**config.mk**
```make
export PLATFORM = sky130hd
export DESIGN_NAME = lf_receiver_control_regs
export DESIGN_NICKNAME = d
export VERILOG_FILES = /design/src/lf_rx_pkg.sv /design/src/carrier_validation_counter.sv /design/src/lf_receiver_control_regs.sv
export SDC_FILE = /design/constraint.sdc
export NUM_CORES = 1
export LEC_CHECK = 0
export BUFFER_PORTS_ARGS = -buffer_cell sky130_fd_sc_hd__buf_2
export CORE_MARGIN = 2
export CORE_UTILIZATION = 44
export DETAILED_ROUTE_END_ITERATION = 10
export GPL_TIMING_DRIVEN = 0
export MAX_ROUTING_LAYER = met4
export PLACE_DENSITY = 0.83
export SLEW_MARGIN = 20
export SYNTH_ARGS = -nofsm -noshare
export SYNTH_HDL_FRONTEND = slang
export SYNTH_HIERARCHICAL = 1
export SYNTH_SLANG_ARGS = --single-unit
```
**constraint.sdc**
```tcl
create_clock -name sys_clk_in -period 3.1 [get_ports sys_clk_in]
set_input_delay 0.465 -clock sys_clk_in [delete_from_list [all_inputs] [get_ports sys_clk_in]]
set_output_delay 0.465 -clock sys_clk_in [all_outputs]
set_load 0.01 [all_outputs]
```
**src/lf_rx_pkg.sv**
```systemverilog
package lf_rx_pkg;

    // Register byte offsets
    localparam logic [7:0] OFS_PAGE          = 8'h00;
    localparam logic [7:0] OFS_DEQ_GAIN      = 8'h04;
    localparam logic [7:0] OFS_SLICER_FILTER = 8'h08;
    localparam logic [7:0] OFS_CARRIER_COUNT = 8'h0C;
    localparam logic [7:0] OFS_STATUS        = 8'h10;
    localparam logic [7:0] OFS_MODE          = 8'h14;

    // Field positions
    localparam int PAGE_BIT     = 0;
    localparam int GAIN_LSB     = 6;
    localparam int FINAL_LSB    = 4;
    localparam int DATA_AUTOZERO_ENABLE_BIT     = 3;
    localparam int DEQR_LSB     = 1;
    localparam int DEQ_ENABLE_BIT    = 0;
    localparam int SLICER_HYSTERESIS_LSB     = 6;
    localparam int AFMODE_BIT   = 5;
    localparam int AFOFS_BIT    = 4;
    localparam int POL_BIT      = 3;
    localparam int AZCNT_LSB    = 0;
    localparam int CC_LSB       = 0;
    localparam int FLAG_BIT     = 0;
    localparam int CNT_LSB      = 8;
    localparam int TOG_BIT      = 0;
    localparam int AZTRIG_LSB   = 1;

    // Field widths
    localparam int CC_W         = 4;
    localparam int AZCNT_W      = 3;
    localparam int CNT_W        = 5;

    // Reset values
    localparam logic [7:0] RST_PAGE          = 8'h00;
    localparam logic [7:0] RST_DEQ_GAIN      = 8'h00;
    localparam logic [7:0] RST_SLICER_FILTER = 8'h00;
    localparam logic [7:0] RST_CARRIER_COUNT = 8'h00;
    localparam logic [7:0] RST_MODE          = 8'h00;

    // Upper nibble of the carrier count register is never writable
    localparam logic [7:0] CARRIER_COUNT_MASK = 8'h0F;

    // Auto-zero trigger control codes
    localparam logic [1:0] AZ_TRIG_EDGES  = 2'h0;
    localparam logic [1:0] AZ_TRIG_RANDOM = 2'h1;
    localparam logic [1:0] AZ_TRIG_LOW    = 2'h2;
    localparam logic [1:0] AZ_TRIG_HIGH   = 2'h3;

    localparam logic [1:0] HTRANS_NONSEQ = 2'h2;

    typedef enum logic [0:0] {
        BUS_IDLE,
        BUS_READ_FETCH
    } bus_state_t;

    typedef struct packed {
        logic [1:0] third_amp_gain;
        logic [1:0] final_stage_select;
        logic       data_autozero_enable;
        logic [1:0] deq_resistor_select;
        logic       deq_enable;
    } frontend_cfg_t;

    typedef struct packed {
        logic [1:0] slicer_hysteresis;
        logic       average_filter_mode;
        logic       average_filter_offset;
        logic       manchester_polarity;
        logic [2:0] autozero_edge_count;
    } decoder_cfg_t;

endpackage : lf_rx_pkg

```
**src/carrier_validation_counter.sv**
```systemverilog
`timescale 1ns/10ps
module carrier_validation_counter (
    // Clock and reset
    input  wire logic                         clk_in,
    input  wire logic                         rst_n_in,
    // Sample stream
    input  wire logic                         sample_valid_in,
    input  wire logic                         carrier_seen_in,
    // Hold conditions
    input  wire logic                         data_mode_in,
    input  wire logic                         toggle_mode_in,
    // Configuration and clear
    input  wire logic [lf_rx_pkg::CC_W-1:0]   valid_count_in,
    input  wire logic                         flag_clear_in,
    // Results
    output logic                              carrier_detect_flag_out,
    output logic                              chain_start_out,
    output logic [lf_rx_pkg::CNT_W-1:0]       count_out
);

    logic                          hold;
    logic                          hit;
    logic [lf_rx_pkg::CNT_W-1:0]   target;

    assign hold   = data_mode_in | toggle_mode_in;
    assign hit    = sample_valid_in & carrier_seen_in & ~hold;
    assign target = {1'b0, valid_count_in};

    always_ff @(posedge clk_in or negedge rst_n_in) begin
        if (!rst_n_in) begin
            count_out <= '0;
        end else if (hold) begin
            count_out <= '0;
        end else if (sample_valid_in) begin
            if (!carrier_seen_in) begin
                count_out <= '0;
            end else if (count_out <= target) begin
                count_out <= count_out + 5'h01;
            end
        end
    end

    // Set beats a same-cycle clear so no detection is lost
    always_ff @(posedge clk_in or negedge rst_n_in) begin
        if (!rst_n_in) begin
            carrier_detect_flag_out <= 1'b0;
        end else if (hit && count_out == target) begin
            carrier_detect_flag_out <= 1'b1;
        end else if (flag_clear_in) begin
            carrier_detect_flag_out <= 1'b0;
        end
    end

    always_ff @(posedge clk_in or negedge rst_n_in) begin
        if (!rst_n_in) begin
            chain_start_out <= 1'b0;
        end else begin
            chain_start_out <= hit && count_out == '0;
        end
    end
endmodule : carrier_validation_counter

```
**src/lf_receiver_control_regs.sv**
```systemverilog
// The implementer's own choices: the AHB-Lite interface to the registers and the register addresses.
`timescale 1ns/10ps
// Notes on behaviour
// Three registers reachable only with page bit
// Bits 7-6 select third amplifier gain
// Bits 5-4 select log amplifier final stage
// Bit 3 permits auto-zero during data
// Bits 2-1 select de-Q resistor
// Bit 0 enables de-Q system
// Bits 7-6 select slicer hysteresis
// Bits 5-4 select averaging filter mode
// Bit 3 selects Manchester edge polarity
// Polarity resets clear, ignored in carrier mode
// Bits 2-0 set edges between auto-zeros
// Flag rises at validation count plus one
// Count runs on consecutive hits, misses clear
// Counter held in reset during data mode
// First validation starts the receiver chain
// Counter disabled while toggle mode set
// Carrier register upper nibble reserved, not writable
// Auto-zero starts after programmed data edges
// Flag stays set until software clears
module lf_receiver_control_regs (
    // Clock and reset
    input  wire logic                      sys_clk_in,
    input  wire logic                      resetn_in,
    // AHB-Lite slave
    input  wire logic                      hsel_in,
    input  wire logic [31:0]               haddr_in,
    input  wire logic [1:0]                htrans_in,
    input  wire logic                      hwrite_in,
    input  wire logic [2:0]                hsize_in,
    input  wire logic [31:0]               hwdata_in,
    input  wire logic                      hready_in,
    output logic [31:0]                    hrdata_out,
    output logic                           hreadyout_out,
    output logic                           hresp_out,
    // Receiver status inputs
    input  wire logic                      data_mode_in,
    input  wire logic                      sample_valid_in,
    input  wire logic                      carrier_seen_in,
    input  wire logic                      data_edge_in,
    input  wire logic                      data_level_in,
    // Configuration to the analog front end and decoder
    output lf_rx_pkg::frontend_cfg_t       frontend_cfg_out,
    output lf_rx_pkg::decoder_cfg_t        decoder_cfg_out,
    // Events to the receiver chain
    output logic                           carrier_detect_flag_out,
    output logic                           chain_start_out,
    output logic                           autozero_req_out
);

    logic                          rst_sync1_r;
    logic                          rst_n;
    lf_rx_pkg::bus_state_t         bus_state_r;
    logic                          wr_pend_r;
    logic [7:0]                    wr_addr_r;
    logic [7:0]                    rd_addr_r;
    logic [7:0]                    page_r;
    logic [7:0]                    deq_gain_control_r;
    logic [7:0]                    slicer_filter_control_r;
    logic [7:0]                    carrier_count_control_r;
    logic [7:0]                    mode_r;
    logic [2:0]                    az_edges_r;
    logic [2:0]                    az_edges_nxt;
    logic                          az_fire;
    logic                          az_cond;
    logic                          page_on;
    logic                          addr_take;
    logic                          wr_now;
    logic                          flag_clear;
    logic [31:0]                   rd_val;
    logic [7:0]                    wr_byte;
    logic                          flag;
    logic                          chain_start;
    logic [lf_rx_pkg::CNT_W-1:0]   carrier_count;

    // Reset release through two flops; assertion stays asynchronous
    always_ff @(posedge sys_clk_in or negedge resetn_in) begin
        if (!resetn_in) begin
            rst_sync1_r <= 1'b0;
            rst_n       <= 1'b0;
        end else begin
            rst_sync1_r <= 1'b1;
            rst_n       <= rst_sync1_r;
        end
    end

    assign page_on    = page_r[lf_rx_pkg::PAGE_BIT];
    assign addr_take  = hsel_in && hready_in && htrans_in == lf_rx_pkg::HTRANS_NONSEQ;
    assign wr_now     = wr_pend_r;
    assign wr_byte    = hwdata_in[7:0];
    assign flag_clear = wr_now && wr_addr_r == lf_rx_pkg::OFS_STATUS
                        && hwdata_in[lf_rx_pkg::FLAG_BIT];

    // Bus sequencing: writes complete with no wait, reads take one wait
    // state so a write in the preceding data phase is already visible.
    always_ff @(posedge sys_clk_in or negedge rst_n) begin
        if (!rst_n) begin
            bus_state_r   <= lf_rx_pkg::BUS_IDLE;
            wr_pend_r     <= 1'b0;
            wr_addr_r     <= 8'h00;
            rd_addr_r     <= 8'h00;
            hreadyout_out <= 1'b1;
        end else begin
            case (bus_state_r)
                lf_rx_pkg::BUS_IDLE: begin
                    wr_pend_r <= addr_take && hwrite_in;
                    if (addr_take) begin
                        wr_addr_r <= haddr_in[7:0];
                        rd_addr_r <= haddr_in[7:0];
                    end
                    if (addr_take && !hwrite_in) begin
                        bus_state_r   <= lf_rx_pkg::BUS_READ_FETCH;
                        hreadyout_out <= 1'b0;
                    end
                end
                lf_rx_pkg::BUS_READ_FETCH: begin
                    wr_pend_r     <= 1'b0;
                    bus_state_r   <= lf_rx_pkg::BUS_IDLE;
                    hreadyout_out <= 1'b1;
                end
                default: begin
                    bus_state_r   <= lf_rx_pkg::BUS_IDLE;
                    hreadyout_out <= 1'b1;
                end
            endcase
        end
    end

    always_ff @(posedge sys_clk_in or negedge rst_n) begin
        if (!rst_n) begin
            hresp_out <= 1'b0;
        end else begin
            hresp_out <= 1'b0;
        end
    end

    // Read mux; paged registers read zero while the page is closed
    always_comb begin
        rd_val = 32'h0000_0000;
        if (rd_addr_r == lf_rx_pkg::OFS_PAGE) begin
            rd_val[7:0] = page_r;
        end else if (rd_addr_r == lf_rx_pkg::OFS_DEQ_GAIN && page_on) begin
            rd_val[7:0] = deq_gain_control_r;
        end else if (rd_addr_r == lf_rx_pkg::OFS_SLICER_FILTER && page_on) begin
            rd_val[7:0] = slicer_filter_control_r;
        end else if (rd_addr_r == lf_rx_pkg::OFS_CARRIER_COUNT && page_on) begin
            rd_val[7:0] = carrier_count_control_r & lf_rx_pkg::CARRIER_COUNT_MASK;
        end else if (rd_addr_r == lf_rx_pkg::OFS_STATUS) begin
            rd_val[lf_rx_pkg::FLAG_BIT] = flag;
            rd_val[lf_rx_pkg::CNT_LSB +: lf_rx_pkg::CNT_W] = carrier_count;
        end else if (rd_addr_r == lf_rx_pkg::OFS_MODE) begin
            rd_val[7:0] = mode_r;
        end
    end

    always_ff @(posedge sys_clk_in or negedge rst_n) begin
        if (!rst_n) begin
            hrdata_out <= 32'h0000_0000;
        end else if (bus_state_r == lf_rx_pkg::BUS_READ_FETCH) begin
            hrdata_out <= rd_val;
        end
    end

    always_ff @(posedge sys_clk_in or negedge rst_n) begin
        if (!rst_n) begin
            page_r <= lf_rx_pkg::RST_PAGE;
        end else if (wr_now && wr_addr_r == lf_rx_pkg::OFS_PAGE) begin
            page_r <= {7'h00, wr_byte[lf_rx_pkg::PAGE_BIT]};
        end
    end

    always_ff @(posedge sys_clk_in or negedge rst_n) begin
        if (!rst_n) begin
            deq_gain_control_r <= lf_rx_pkg::RST_DEQ_GAIN;
        end else if (wr_now && wr_addr_r == lf_rx_pkg::OFS_DEQ_GAIN && page_on) begin
            deq_gain_control_r <= wr_byte;
        end
    end

    // Polarity bit comes back clear on reset
    always_ff @(posedge sys_clk_in or negedge rst_n) begin
        if (!rst_n) begin
            slicer_filter_control_r <= lf_rx_pkg::RST_SLICER_FILTER;
        end else if (wr_now && wr_addr_r == lf_rx_pkg::OFS_SLICER_FILTER && page_on) begin
            slicer_filter_control_r <= wr_byte;
        end
    end

    always_ff @(posedge sys_clk_in or negedge rst_n) begin
        if (!rst_n) begin
            carrier_count_control_r <= lf_rx_pkg::RST_CARRIER_COUNT;
        end else if (wr_now && wr_addr_r == lf_rx_pkg::OFS_CARRIER_COUNT && page_on) begin
            carrier_count_control_r <= wr_byte & lf_rx_pkg::CARRIER_COUNT_MASK;
        end
    end

    always_ff @(posedge sys_clk_in or negedge rst_n) begin
        if (!rst_n) begin
            mode_r <= lf_rx_pkg::RST_MODE;
        end else if (wr_now && wr_addr_r == lf_rx_pkg::OFS_MODE) begin
            mode_r <= {5'h00, wr_byte[2:0]};
        end
    end

    // Field decode to the analog front end
    always_ff @(posedge sys_clk_in or negedge rst_n) begin
        if (!rst_n) begin
            frontend_cfg_out <= '0;
        end else begin
            frontend_cfg_out.third_amp_gain       <= deq_gain_control_r[lf_rx_pkg::GAIN_LSB +: 2];
            frontend_cfg_out.final_stage_select   <= deq_gain_control_r[lf_rx_pkg::FINAL_LSB +: 2];
            frontend_cfg_out.data_autozero_enable <= deq_gain_control_r[lf_rx_pkg::DATA_AUTOZERO_ENABLE_BIT];
            frontend_cfg_out.deq_resistor_select  <= deq_gain_control_r[lf_rx_pkg::DEQR_LSB +: 2];
            frontend_cfg_out.deq_enable           <= deq_gain_control_r[lf_rx_pkg::DEQ_ENABLE_BIT];
        end
    end

    // Decoder sees polarity only in data mode; carrier mode forces it low
    always_ff @(posedge sys_clk_in or negedge rst_n) begin
        if (!rst_n) begin
            decoder_cfg_out <= '0;
        end else begin
            decoder_cfg_out.slicer_hysteresis     <= slicer_filter_control_r[lf_rx_pkg::SLICER_HYSTERESIS_LSB +: 2];
            decoder_cfg_out.average_filter_mode   <= slicer_filter_control_r[lf_rx_pkg::AFMODE_BIT];
            decoder_cfg_out.average_filter_offset <= slicer_filter_control_r[lf_rx_pkg::AFOFS_BIT];
            decoder_cfg_out.manchester_polarity   <=
                slicer_filter_control_r[lf_rx_pkg::POL_BIT] & data_mode_in;
            decoder_cfg_out.autozero_edge_count   <=
                slicer_filter_control_r[lf_rx_pkg::AZCNT_LSB +: lf_rx_pkg::AZCNT_W];
        end
    end

    // Auto-zero pacing. The random trigger code is served like plain edge
    // counting: no random source exists in this block.
    always_comb begin
        case (mode_r[lf_rx_pkg::AZTRIG_LSB +: 2])
            lf_rx_pkg::AZ_TRIG_LOW:  az_cond = !data_level_in;
            lf_rx_pkg::AZ_TRIG_HIGH: az_cond = data_level_in;
            default:                 az_cond = 1'b1;
        endcase
    end

    assign az_fire = data_mode_in && deq_gain_control_r[lf_rx_pkg::DATA_AUTOZERO_ENABLE_BIT]
                     && az_edges_r >= slicer_filter_control_r[lf_rx_pkg::AZCNT_LSB +: 3]
                     && az_cond;

    always_comb begin
        az_edges_nxt = az_edges_r;
        if (!data_mode_in || !deq_gain_control_r[lf_rx_pkg::DATA_AUTOZERO_ENABLE_BIT] || az_fire) begin
            az_edges_nxt = 3'h0;
        end else if (data_edge_in && az_edges_r != 3'h7) begin
            az_edges_nxt = az_edges_r + 3'h1;
        end
    end

    always_ff @(posedge sys_clk_in or negedge rst_n) begin
        if (!rst_n) begin
            az_edges_r       <= 3'h0;
            autozero_req_out <= 1'b0;
        end else begin
            az_edges_r       <= az_edges_nxt;
            autozero_req_out <= az_fire;
        end
    end

    carrier_validation_counter u_carrier_validation (
        .clk_in                  (sys_clk_in),
        .rst_n_in                (rst_n),
        .sample_valid_in         (sample_valid_in),
        .carrier_seen_in         (carrier_seen_in),
        .data_mode_in            (data_mode_in),
        .toggle_mode_in          (mode_r[lf_rx_pkg::TOG_BIT]),
        .valid_count_in          (carrier_count_control_r[lf_rx_pkg::CC_LSB +: lf_rx_pkg::CC_W]),
        .flag_clear_in           (flag_clear),
        .carrier_detect_flag_out (flag),
        .chain_start_out         (chain_start),
        .count_out               (carrier_count)
    );

    // Re-register so top outputs come straight from flops
    always_ff @(posedge sys_clk_in or negedge rst_n) begin
        if (!rst_n) begin
            carrier_detect_flag_out <= 1'b0;
            chain_start_out         <= 1'b0;
        end else begin
            carrier_detect_flag_out <= flag;
            chain_start_out         <= chain_start;
        end
    end
endmodule : lf_receiver_control_regs

```
==> reports/qor.csv, run 1 <==
stage,metric,value,unit
timing,worst_pin_slew,0.659,ns
power_and_ir_drop,p_seq_share,48.8,%
route,drc,0,
finish,nets,465,
worst_hold_path,hold_class,register to async pin,
synthesis,ys_seq_elements,79,
worst_setup_path,crit_arrival,2.24,ns
power_and_ir_drop,leakagePower,0.00224,uW
timing,fmax,501,MHz
timing,rsz0062_at_grt,no,
worst_setup_path,path_buf_inv,1,
cts,ctsRootBufferMaster,clkbuf_8,
worst_setup_path,slowest_delay,0.39,ns
timing,setup_viol,0,
grt,antenna_found_initial,0,
worst_setup_path,path_class,register to register,
route,ant_nets,0,
cts,numCtsBuffers,9,
route,viasPerCell,5.11,
power_and_ir_drop,power_frac_comb,13.8,%
synthesis,synthCells,283,
timing,hold_violations,0,
cts,clockBufferDepth,2,
timing,fin_tns_setup,0,ns
worst_setup_path,worst-endpoint-required,3.34,ns
place,dpl.hpwl,5.28,mm
synthesis,synth-edff-count,0,
power_and_ir_drop,internal_power,1690,uW
cts,cts_resized,0,
worst_setup_path,cp_top_family,compound AO/OA/AOI/OAI gates,
run,cap_violations,0,
timing,timing.hold.ws,0.224,ns
timing,fin_crit,2.00,ns
cts,clk_latency,0.36,ns
synthesis,ys_warn_count,6,
worst_setup_path,critical_path.cell_chain,inv_1 > ha_1 > a21oi_1 > o221ai_1 > a21oi_2 > mux2_1,
synthesis,avgSynthCellArea,12.8,um2
floorplan,pin_count,132,
synthesis,synth_cell_types,60,
route,wl,7.34,mm
power_and_ir_drop,p_sw,642,uW
worst_setup_path,crit_fanout,5,
floorplan,num_rows,33,
timing,slew_headroom,55.9,%
finish,layout_commonest_cell,dfrtp_1,
grt,grt_max_degree,56,
route,vias,2479,
cts,cts_num_sinks,79,
timing,drv_slew,0,
power_and_ir_drop,power_density,532,nW/um2
grt,grt_pass1_vias,2422,
timing,finalCritPeriodShare,64.4,%
cts,post-cts-setup-buffers,0,
synthesis,synthFlopType,dfrtp_1,
power_and_ir_drop,clkPwrFrac,37.4,%
floorplan,die_area,8950,um2
finish,n_antenna_cell,0,
place,place.gp.congestion,0.882,
power_and_ir_drop,switching_share,27.5,%
worst_setup_path,cp_slowest_cell,dfrtp_1,
timing,fin_skew,0.0110,ns
floorplan,start_util,44.7,%
route,wl_per_cell,15.1,um
grt,grt_pass1_wl,11.9,mm
finish,drive_above_1_share,40.5,%
finish,area_growth,21.4,%
route,dr.pass1.iters,4,
cts,cts_hold_buf,1,
worst_setup_path,start_kind,register,
floorplan,core_area,8090,um2
floorplan,die_h,94.6,um
synthesis,seq_area_frac_synth,54.7,%
grt,grt.total_usage,18.3,%
floorplan,die_w,94.6,um
cts,clkTransAtPathRegs,0.09,ns
route,drtIter0Drc,120,
synthesis,netlist_area,3610,um2
cts,cts_tree,built,
power_and_ir_drop,ir_worst_vdd,0.000308,V
status,status,"complete, no violations",
finish,layout_common_cells,"dfrtp_1 (77), buf_2 (61), mux2_2 (30), conb_1 (21), buf_4 (20)",
cts,h-tree-depth,3,
worst_setup_path,worst_setup_path_end_kind,register,
place,port_buffers,60,
grt,overflow,0,
synthesis,async_flop_share,100,%
cells by family (layout without fill, tap and decap cells):
family                     Yosys count  after routing  synth area share (%)
other                                2             21                 0.208
AOI/OAI and AO/OA                   47             47                  9.56
adders and majority gates           11             11                  3.81
and+or+nand+nor                     61             61                  11.8
DFF                                 79             79                  54.7
xor gates and xnor gates             2              2                 0.485
buffers and inverters               42            120                  6.92
muxes                               39             39                  12.4
metrics by stage:
stage          setup WS [ns]  cells  utilization [%]  area, um2  total power [uW]
6_report                1.10    485             54.2       4390              2330
5_1_grt                 1.01    485             54.2       4390              2440
4_1_cts                 1.14    485             54.2       4390              2340
3_5_place_dp            1.19    468             51.3       4150              1480
3_3_place_gp         0.00718    467             50.9       4120              1460
2_1_floorplan          0.739    302                -       3680              1380
synthesized netlist by cell type (3+ instances only):
cell / number / share of area, %
dfrtp_1: 78 / 54
mux2_2: 30 / 9.3
buf_4: 20 / 4.2
inv_1: 16 / 1.7
ha_1: 11 / 3.8
nand2_1: 11 / 1.1
nor2_1: 7 / 0.73
o2bb2ai_1: 7 / 1.7
a21oi_1: 6 / 0.83
nand3_1: 6 / 0.83
a22o_1: 5 / 1.2
a22oi_1: 5 / 1.0
and3_1: 5 / 0.87
o21ai_0: 5 / 0.69
mux2_4: 4 / 1.7
mux2i_1: 4 / 1.1
nor3_1: 4 / 0.55
a211oi_1: 3 / 0.62
a21o_1: 3 / 0.62
nand2b_1: 3 / 0.52
final timing paths:
path,endpoint,start,slack (ns),cells after the start
worst min-delay path,deq_gain_control_r[4],rst_n,0.22,0
worst min register to register,deq_gain_control_r[4],rst_n,0.22,0
max in group asynchronous,hreadyout_out,rst_n,2.27,1
worst max register to register,u_carrier_validation/count_out[4],carrier_count_control_r[2],1.10,6
worst max-delay path,u_carrier_validation/count_out[4],carrier_count_control_r[2],1.10,6
min in group sys_clk_in,bus_state_r,hwrite_in,0.28,2
state kept, by name, summed over array words and instances (netlist names), 3 cells and up:
register / count
slicer_filter_control_r: 8
decoder_cfg_out: 8
deq_gain_control_r: 8
az_edges_r: 3
carrier_count_control_r: 4
frontend_cfg_out: 8
rd_addr_r: 8
mode_r: 3
u_carrier_validation/count_out: 5
hrdata_out: 13
power groups by stage:
stage	Clock (uW)	Sequential (uW)	Combinational [uW]
after floorplan	0	1160	218
after global placement	0	1170	294
after detailed placement	0	1160	320
after CTS	883	1140	323
after global routing	935	1150	360
final	872	1140	323
per-layer routing:
layer  wire length (um)  GRT usage, %
met3                384          3.91
met4                197          8.57
met5                  0             -
met2               3480          27.8
met1               3280          23.5
layout make-up:
cell class | count | area (um2)
buffer | 26 | 190
tap | 105 | 131
clock inverter | 7 | 104
multi-input combinational | 181 | 1460
fill | 722 | 3710
sequential | 79 | 1980
clock buffer | 9 | 124
timing repair buffer | 62 | 338
inverter | 16 | 60.1
Power figures use the tool's default switching activity.
==> run 2, diff against run 1 <==
==> constraint.sdc (replaced) <==
create_clock -name sys_clk_in -period 2 [get_ports sys_clk_in]
set_input_delay 0.3 -clock sys_clk_in [delete_from_list [all_inputs] [get_ports sys_clk_in]]
set_output_delay 0.3 -clock sys_clk_in [all_outputs]
set_load 0.01 [all_outputs]
==> reports/qor.csv, run 2 (same netlist as run 1, synthesis figures left out) <==
stage,metric,value,unit,change
worst_setup_path,cp_top_family,simple AND/OR/NAND/NOR gates,,
worst_setup_path,cp_slowest_cell,nor3_4,,
timing,fin_tns_setup,0,ns,unchanged
grt,grt.total_usage,19.1,%,+0.79 points
timing,fmax,526,MHz,+5.0%
grt,overflow,0,,unchanged
route,dr.pass1.iters,4,,unchanged
cts,ctsRootBufferMaster,clkbuf_8,,
worst_setup_path,path_class,register to register,,
cts,clockBufferDepth,2,,unchanged
worst_setup_path,worst_setup_path_end_kind,register,,
power_and_ir_drop,power_density,816,nW/um2,+53%
floorplan,die_w,94.6,um,unchanged
route,wl,7.73,mm,+5.3%
worst_setup_path,critical_path.cell_chain,nor3_4 > nand2_4 > nor3_4 > mux2_2,,
timing,setup_viol,0,,unchanged
timing,fin_ws,0.0988,ns,-1.01 ns
floorplan,pin_count,132,,unchanged
timing,drv_slew,0,,unchanged
route,drc,0,,unchanged
finish,nets,468,,+0.65%
finish,stdcell_count,488,,+0.62%
cts,clk_latency,0.36,ns,about the same
route,viasPerCell,5.20,,+1.8%
timing,hold_violations,0,,unchanged
route,vias,2538,,+2.4%
power_and_ir_drop,leakagePower,0.00225,uW,+0.44%
worst_setup_path,worst-endpoint-required,2.24,ns,-1.10 ns
floorplan,die_area,8950,um2,unchanged
place,dp_slack,0.0431,ns,-1.14 ns
grt,grt_max_degree,53,,-5.4%
cts,h-tree-depth,3,,unchanged
place,place.gp.congestion,0.849,,-3.7%
route,drtIter0Drc,163,,+36%
worst_setup_path,start_kind,register,,
worst_setup_path,crit_arrival,2.14,ns,-0.10 ns
finish,area_growth,21.8,%,
finish,n_antenna_cell,0,,unchanged
timing,slew_headroom,52.8,%,-3.1 points
grt,grt_pass1_vias,2543,,+5.0%
timing,rsz0062_at_grt,no,,
grt,grt_pass1_wl,12.5,mm,+4.6%
timing,finalCritPeriodShare,95.1,%,+31 points
grt,antenna_found_initial,0,,unchanged
place,port_buffers,60,,unchanged
cts,cts_tree,built,,
finish,top_register,hrdata_out,,
finish,layout_common_cells,"dfrtp_1 (77), buf_2 (61), mux2_2 (30), buf_4 (23), conb_1 (21)",,
floorplan,num_rows,33,,unchanged
timing,fin_crit,1.90,ns,-0.0948 ns
run,cap_violations,0,,unchanged
timing,fin_skew,0.00978,ns,-0.00125 ns
route,wl_per_cell,15.8,um,+4.7%
finish,layout_commonest_cell,dfrtp_1,,
status,status,"complete, no violations",,
timing,timing.hold.ws,0.111,ns,-0.112 ns
place,dpl.hpwl,5.59,mm,+5.8%
worst_setup_path,slowest_delay,0.50,ns,+0.11 ns
worst_hold_path,hold_class,input pin to register,,
floorplan,die_h,94.6,um,unchanged
power_and_ir_drop,ir_worst_vdd,0.000437,V,+42%
floorplan,start_util,44.7,%,unchanged
place,dp_cells,468,,unchanged
worst_setup_path,path_buf_inv,0,,-1
floorplan,core_area,8090,um2,unchanged
cts,cts_num_sinks,79,,unchanged
finish,drive_above_1_share,40.5,%,-0.056 points
route,ant_nets,0,,unchanged
worst_setup_path,crit_top_cell,nor3_4,,
cts,numCtsBuffers,9,,unchanged
finish,largest_reg_flops,13,,unchanged
timing,worst_pin_slew,0.705,ns,+0.0464 ns
cts,clkTransAtPathRegs,0.07,ns,-0.02 ns
worst_setup_path,crit_fanout,8,,+3
[run 2: cell types whose count changed in the layout (fill, tap and decap cells not counted)]
cell / change
o221ai_2: +1
buf_4: +3
clkbuf_8: +1
o221ai_1: -1
clkinvlp_4: -1
inv_8: -1
clkbuf_1: +3
inv_6: -2
[run 2: worst paths after layout]
path                                    from                          to  slack [ns]  depth (start not counted)
max in group asynchronous              rst_n               hrdata_out[0]        1.19                          1
worst max-delay path            rd_addr_r[5]       deq_gain_control_r[7]         0.1                          4
worst min register to register         rst_n  slicer_filter_control_r[6]        0.24                          0
min in group asynchronous              rst_n  slicer_filter_control_r[6]        0.24                          0
worst min-delay path               hwrite_in                 bus_state_r        0.11                          2
worst max register to register  rd_addr_r[5]       deq_gain_control_r[7]         0.1                          4
[run 2: power by group]
group	leakage, uW	switching [uW]	internal [uW]
registers	0.00102	78.5	1690
clock network	0.000104	574	739
logic	0.00113	291	225
total	0.00225	943	2650
[run 2: timing repair]
item,4_1_cts,5_1_grt
gates resized for setup,0,1
hold endpoints to repair,2,0
setup endpoints to repair,0,1
buffers inserted,0,3
hold buffers,1,0
[run 2: final cells by class]
cell class	count	area, um2
plain buffers	26	190
clock buffers	13	149
clock inverters	3	67.6
fillers	711	3690
inverters	16	60.1
multi-input cells	181	1460
flip-flops and latches	79	1980
well taps	105	131
repair buffers	65	360
[run 2: layer usage]
layer / vias to the layer above / track usage [%] / wire length, um
met5: - / - / 0
met4: 0 / 9.42 / 208
met3: 24 / 3.11 / 475
met2: 101 / 31.0 / 3910
met1: 1245 / 23.1 / 3140
li1: 1168 / - / -
[run 2: worst register-to-register path, stage by stage, from the launching register on]
cell     delay (ns)
dfrtp_1        0.43
nor3_4         0.32
nand2_4        0.12
nor3_4         0.50
mux2_2         0.41
[run 2: metrics by stage]
stage,total power (uW),area [um2],utilization [%]
after floorplan,2140,3690,-
after global placement,2260,4120,50.9
after detailed placement,2300,4150,51.3
after CTS,3590,4370,54.1
after global routing,3750,4400,54.4
final,3590,4400,54.4
==> run 3, diff against run 2 <==
--- a/config.mk
+++ b/config.mk
@@ -12,6 +12,7 @@
 export GPL_TIMING_DRIVEN = 0
 export MAX_ROUTING_LAYER = met4
 export PLACE_DENSITY = 0.83
+export SETUP_SLACK_MARGIN = 0.15
 export SLEW_MARGIN = 20
 export SYNTH_ARGS = -nofsm -noshare
 export SYNTH_HDL_FRONTEND = slang
==> reports/qor.csv, run 3 (same netlist as run 1, synthesis figures left out) <==
stage,metric,value,unit,change
run,cap_violations,0,,unchanged
timing,setup_viol,0,,unchanged
floorplan,die_w,94.6,um,unchanged
worst_setup_path,worst_setup_path_end_kind,register,,
timing,hold_violations,0,,unchanged
finish,drive_above_1_share,42.5,%,+2.0 points
route,wl_per_cell,15.8,um,-0.20%
worst_hold_path,worstHoldEndpoint,bus_state_r,,
power_and_ir_drop,power_density,807,nW/um2,-1.1%
cts,clockBufferDepth,2,,unchanged
cts,cts_num_sinks,79,,unchanged
cts,cts_tree,built,,
grt,overflow,0,,unchanged
route,drtIter0Drc,147,,-9.8%
route,drc,0,,unchanged
worst_setup_path,ff2ff_path_depth,5,,+1
finish,layout_common_cells,"dfrtp_1 (76), buf_2 (61), mux2_2 (30), buf_4 (25), conb_1 (21)",,
worst_setup_path,start_kind,register,,
power_and_ir_drop,p_seq_share,49.0,%,about the same
power_and_ir_drop,fin_total_pwr,3600,uW,+0.16%
cts,numCtsBuffers,9,,unchanged
grt,antenna_found_initial,0,,unchanged
route,ant_nets,0,,unchanged
power_and_ir_drop,ir_worst_vdd,0.000444,V,+1.7%
timing,finalCritPeriodShare,90.9,%,-4.1 points
timing,fmax,550,MHz,+4.5%
place,place.gp.congestion,0.849,,unchanged
grt,grt_pass1_vias,2551,,+0.31%
worst_hold_path,hold_depth,2,,unchanged
place,dpl.hpwl,5.59,mm,unchanged
timing,fin_skew,0.00943,ns,-0.000353 ns
cts,ctsRootBufferMaster,clkbuf_8,,
finish,area_growth,23.4,%,
worst_setup_path,worst-endpoint-required,2.25,ns,about the same
timing,rsz0062_at_grt,yes,,
worst_setup_path,reg2reg_to,u_carrier_validation/count_out[4],,
timing,fin_crit,1.82,ns,-0.0827 ns
finish,top_register,hrdata_out,,
timing,drv_slew,0,,unchanged
finish,n_antenna_cell,0,,unchanged
worst_hold_path,hold_class,input pin to register,,
floorplan,num_rows,33,,unchanged
power_and_ir_drop,p_sw,943,uW,about the same
worst_setup_path,rr_startpoint,u_carrier_validation/count_out[3],,
floorplan,core_area,8090,um2,unchanged
grt,grt.total_usage,19.2,%,+0.12 points
finish,nets,471,,+0.64%
floorplan,start_util,44.7,%,unchanged
cts,h-tree-depth,3,,unchanged
place,port_buffers,60,,unchanged
grt,grt_max_degree,53,,unchanged
timing,worst_pin_slew,0.640,ns,-0.0652 ns
finish,layout_commonest_cell,dfrtp_1,,
worst_setup_path,path_class,register to register,,
worst_setup_path,reg2reg_slack,0.18,ns,+0.08 ns
power_and_ir_drop,leakagePower,0.00227,uW,+0.76%
grt,grt_pass1_wl,12.6,mm,+0.71%
power_and_ir_drop,power_frac_comb,14.7,%,+0.4 points
floorplan,die_area,8950,um2,unchanged
timing,slew_headroom,57.0,%,+4.2 points
power_and_ir_drop,clkPwrFrac,36.3,%,-0.3 points
worst_setup_path,crit_fanout,6,,-2
power_and_ir_drop,internal_power,2660,uW,+0.22%
floorplan,die_h,94.6,um,unchanged
cts,clk_latency,0.36,ns,about the same
floorplan,pin_count,132,,unchanged
worst_setup_path,crit_arrival,2.06,ns,-0.08 ns
route,wl,7.76,mm,+0.41%
route,vias,2535,,-0.12%
timing,fin_tns_setup,0,ns,unchanged
cts,clkTransAtPathRegs,0.08,ns,about the same
worst_hold_path,hp-start,hwrite_in,,
route,viasPerCell,5.16,,-0.73%
route,dr.pass1.iters,4,,unchanged
finish,largest_reg_flops,13,,unchanged
power_and_ir_drop,switching_share,26.2,%,-0.045 points
status,status,"complete, no violations",,
==> run 3: worst max-delay path, cell delays in order (launching register included) <==
cell and delay (ns):
dfrtp_1 0.46, ha_1 0.35, nand4_1 0.13, o21a_1 0.22, a21oi_2 0.21, mux2_1 0.34
==> run 3: power by group through the flow <==
stage | clock network, uW | registers (uW) | logic, uW
after floorplan | 0 | 1800 | 337
after global routing | 1410 | 1780 | 578
after CTS | 1320 | 1770 | 507
final | 1310 | 1760 | 528
after global placement | 0 | 1810 | 456
after detailed placement | 0 | 1800 | 499
==> run 3: layout make-up <==
type,instances,area (um2)
well taps,105,131
clock inverters,3,67.6
repair buffers,68,395
plain buffers,26,190
fillers,704,3630
inverters,16,60.1
multi-input cells,181,1480
clock buffers,13,149
flip-flops and latches,79,1980
==> run 3: worst max path at each step <==
stage	start	to	slack, ns	cells past startpoint
floorplan	u_carrier_validation/count_out[2]	u_carrier_validation/count_out[4]	0.24	5
global route	u_carrier_validation/count_out[0]	u_carrier_validation/count_out[4]	0.11	6
global placement	u_carrier_validation/count_out[2]	u_carrier_validation/count_out[4]	0.10	5
finish	u_carrier_validation/count_out[3]	u_carrier_validation/count_out[4]	0.18	5
CTS	u_carrier_validation/count_out[2]	u_carrier_validation/count_out[4]	0.16	5
detailed placement	u_carrier_validation/count_out[3]	u_carrier_validation/count_out[4]	0.04	5
==> run 3: routing by layer <==
metal,track usage [%],part of all wire [%]
met1,23.4,42
met2,31.2,51
met3,3.03,5.3
met4,9.42,1.8
met5,-,0
==> run 3: metrics by stage <==
stage / setup WS, ns / utilization (%) / hold WS (ns) / instance area, um2 / std cells
global route: 0.107 / 55.1 / 0.115 / 4460 / 491
CTS: 0.160 / 54.4 / 0.108 / 4400 / 487
global placement: 0.103 / 50.9 / 0.0846 / 4120 / 467
floorplan: 0.245 / - / 0.00441 / 3690 / 302
detailed placement: 0.0431 / 51.3 / 0.0865 / 4150 / 468
finish: 0.181 / 55.1 / 0.111 / 4460 / 491
==> run 3: repair_timing <==
action                                 4_1_cts  5_1_grt
endpoints found under the hold margin        2        0
buffers inserted                             2        4
pin swaps                                    2        1
setup endpoints to repair                    4       15
hold buffers                                 1        0
gates resized for setup                      0        7
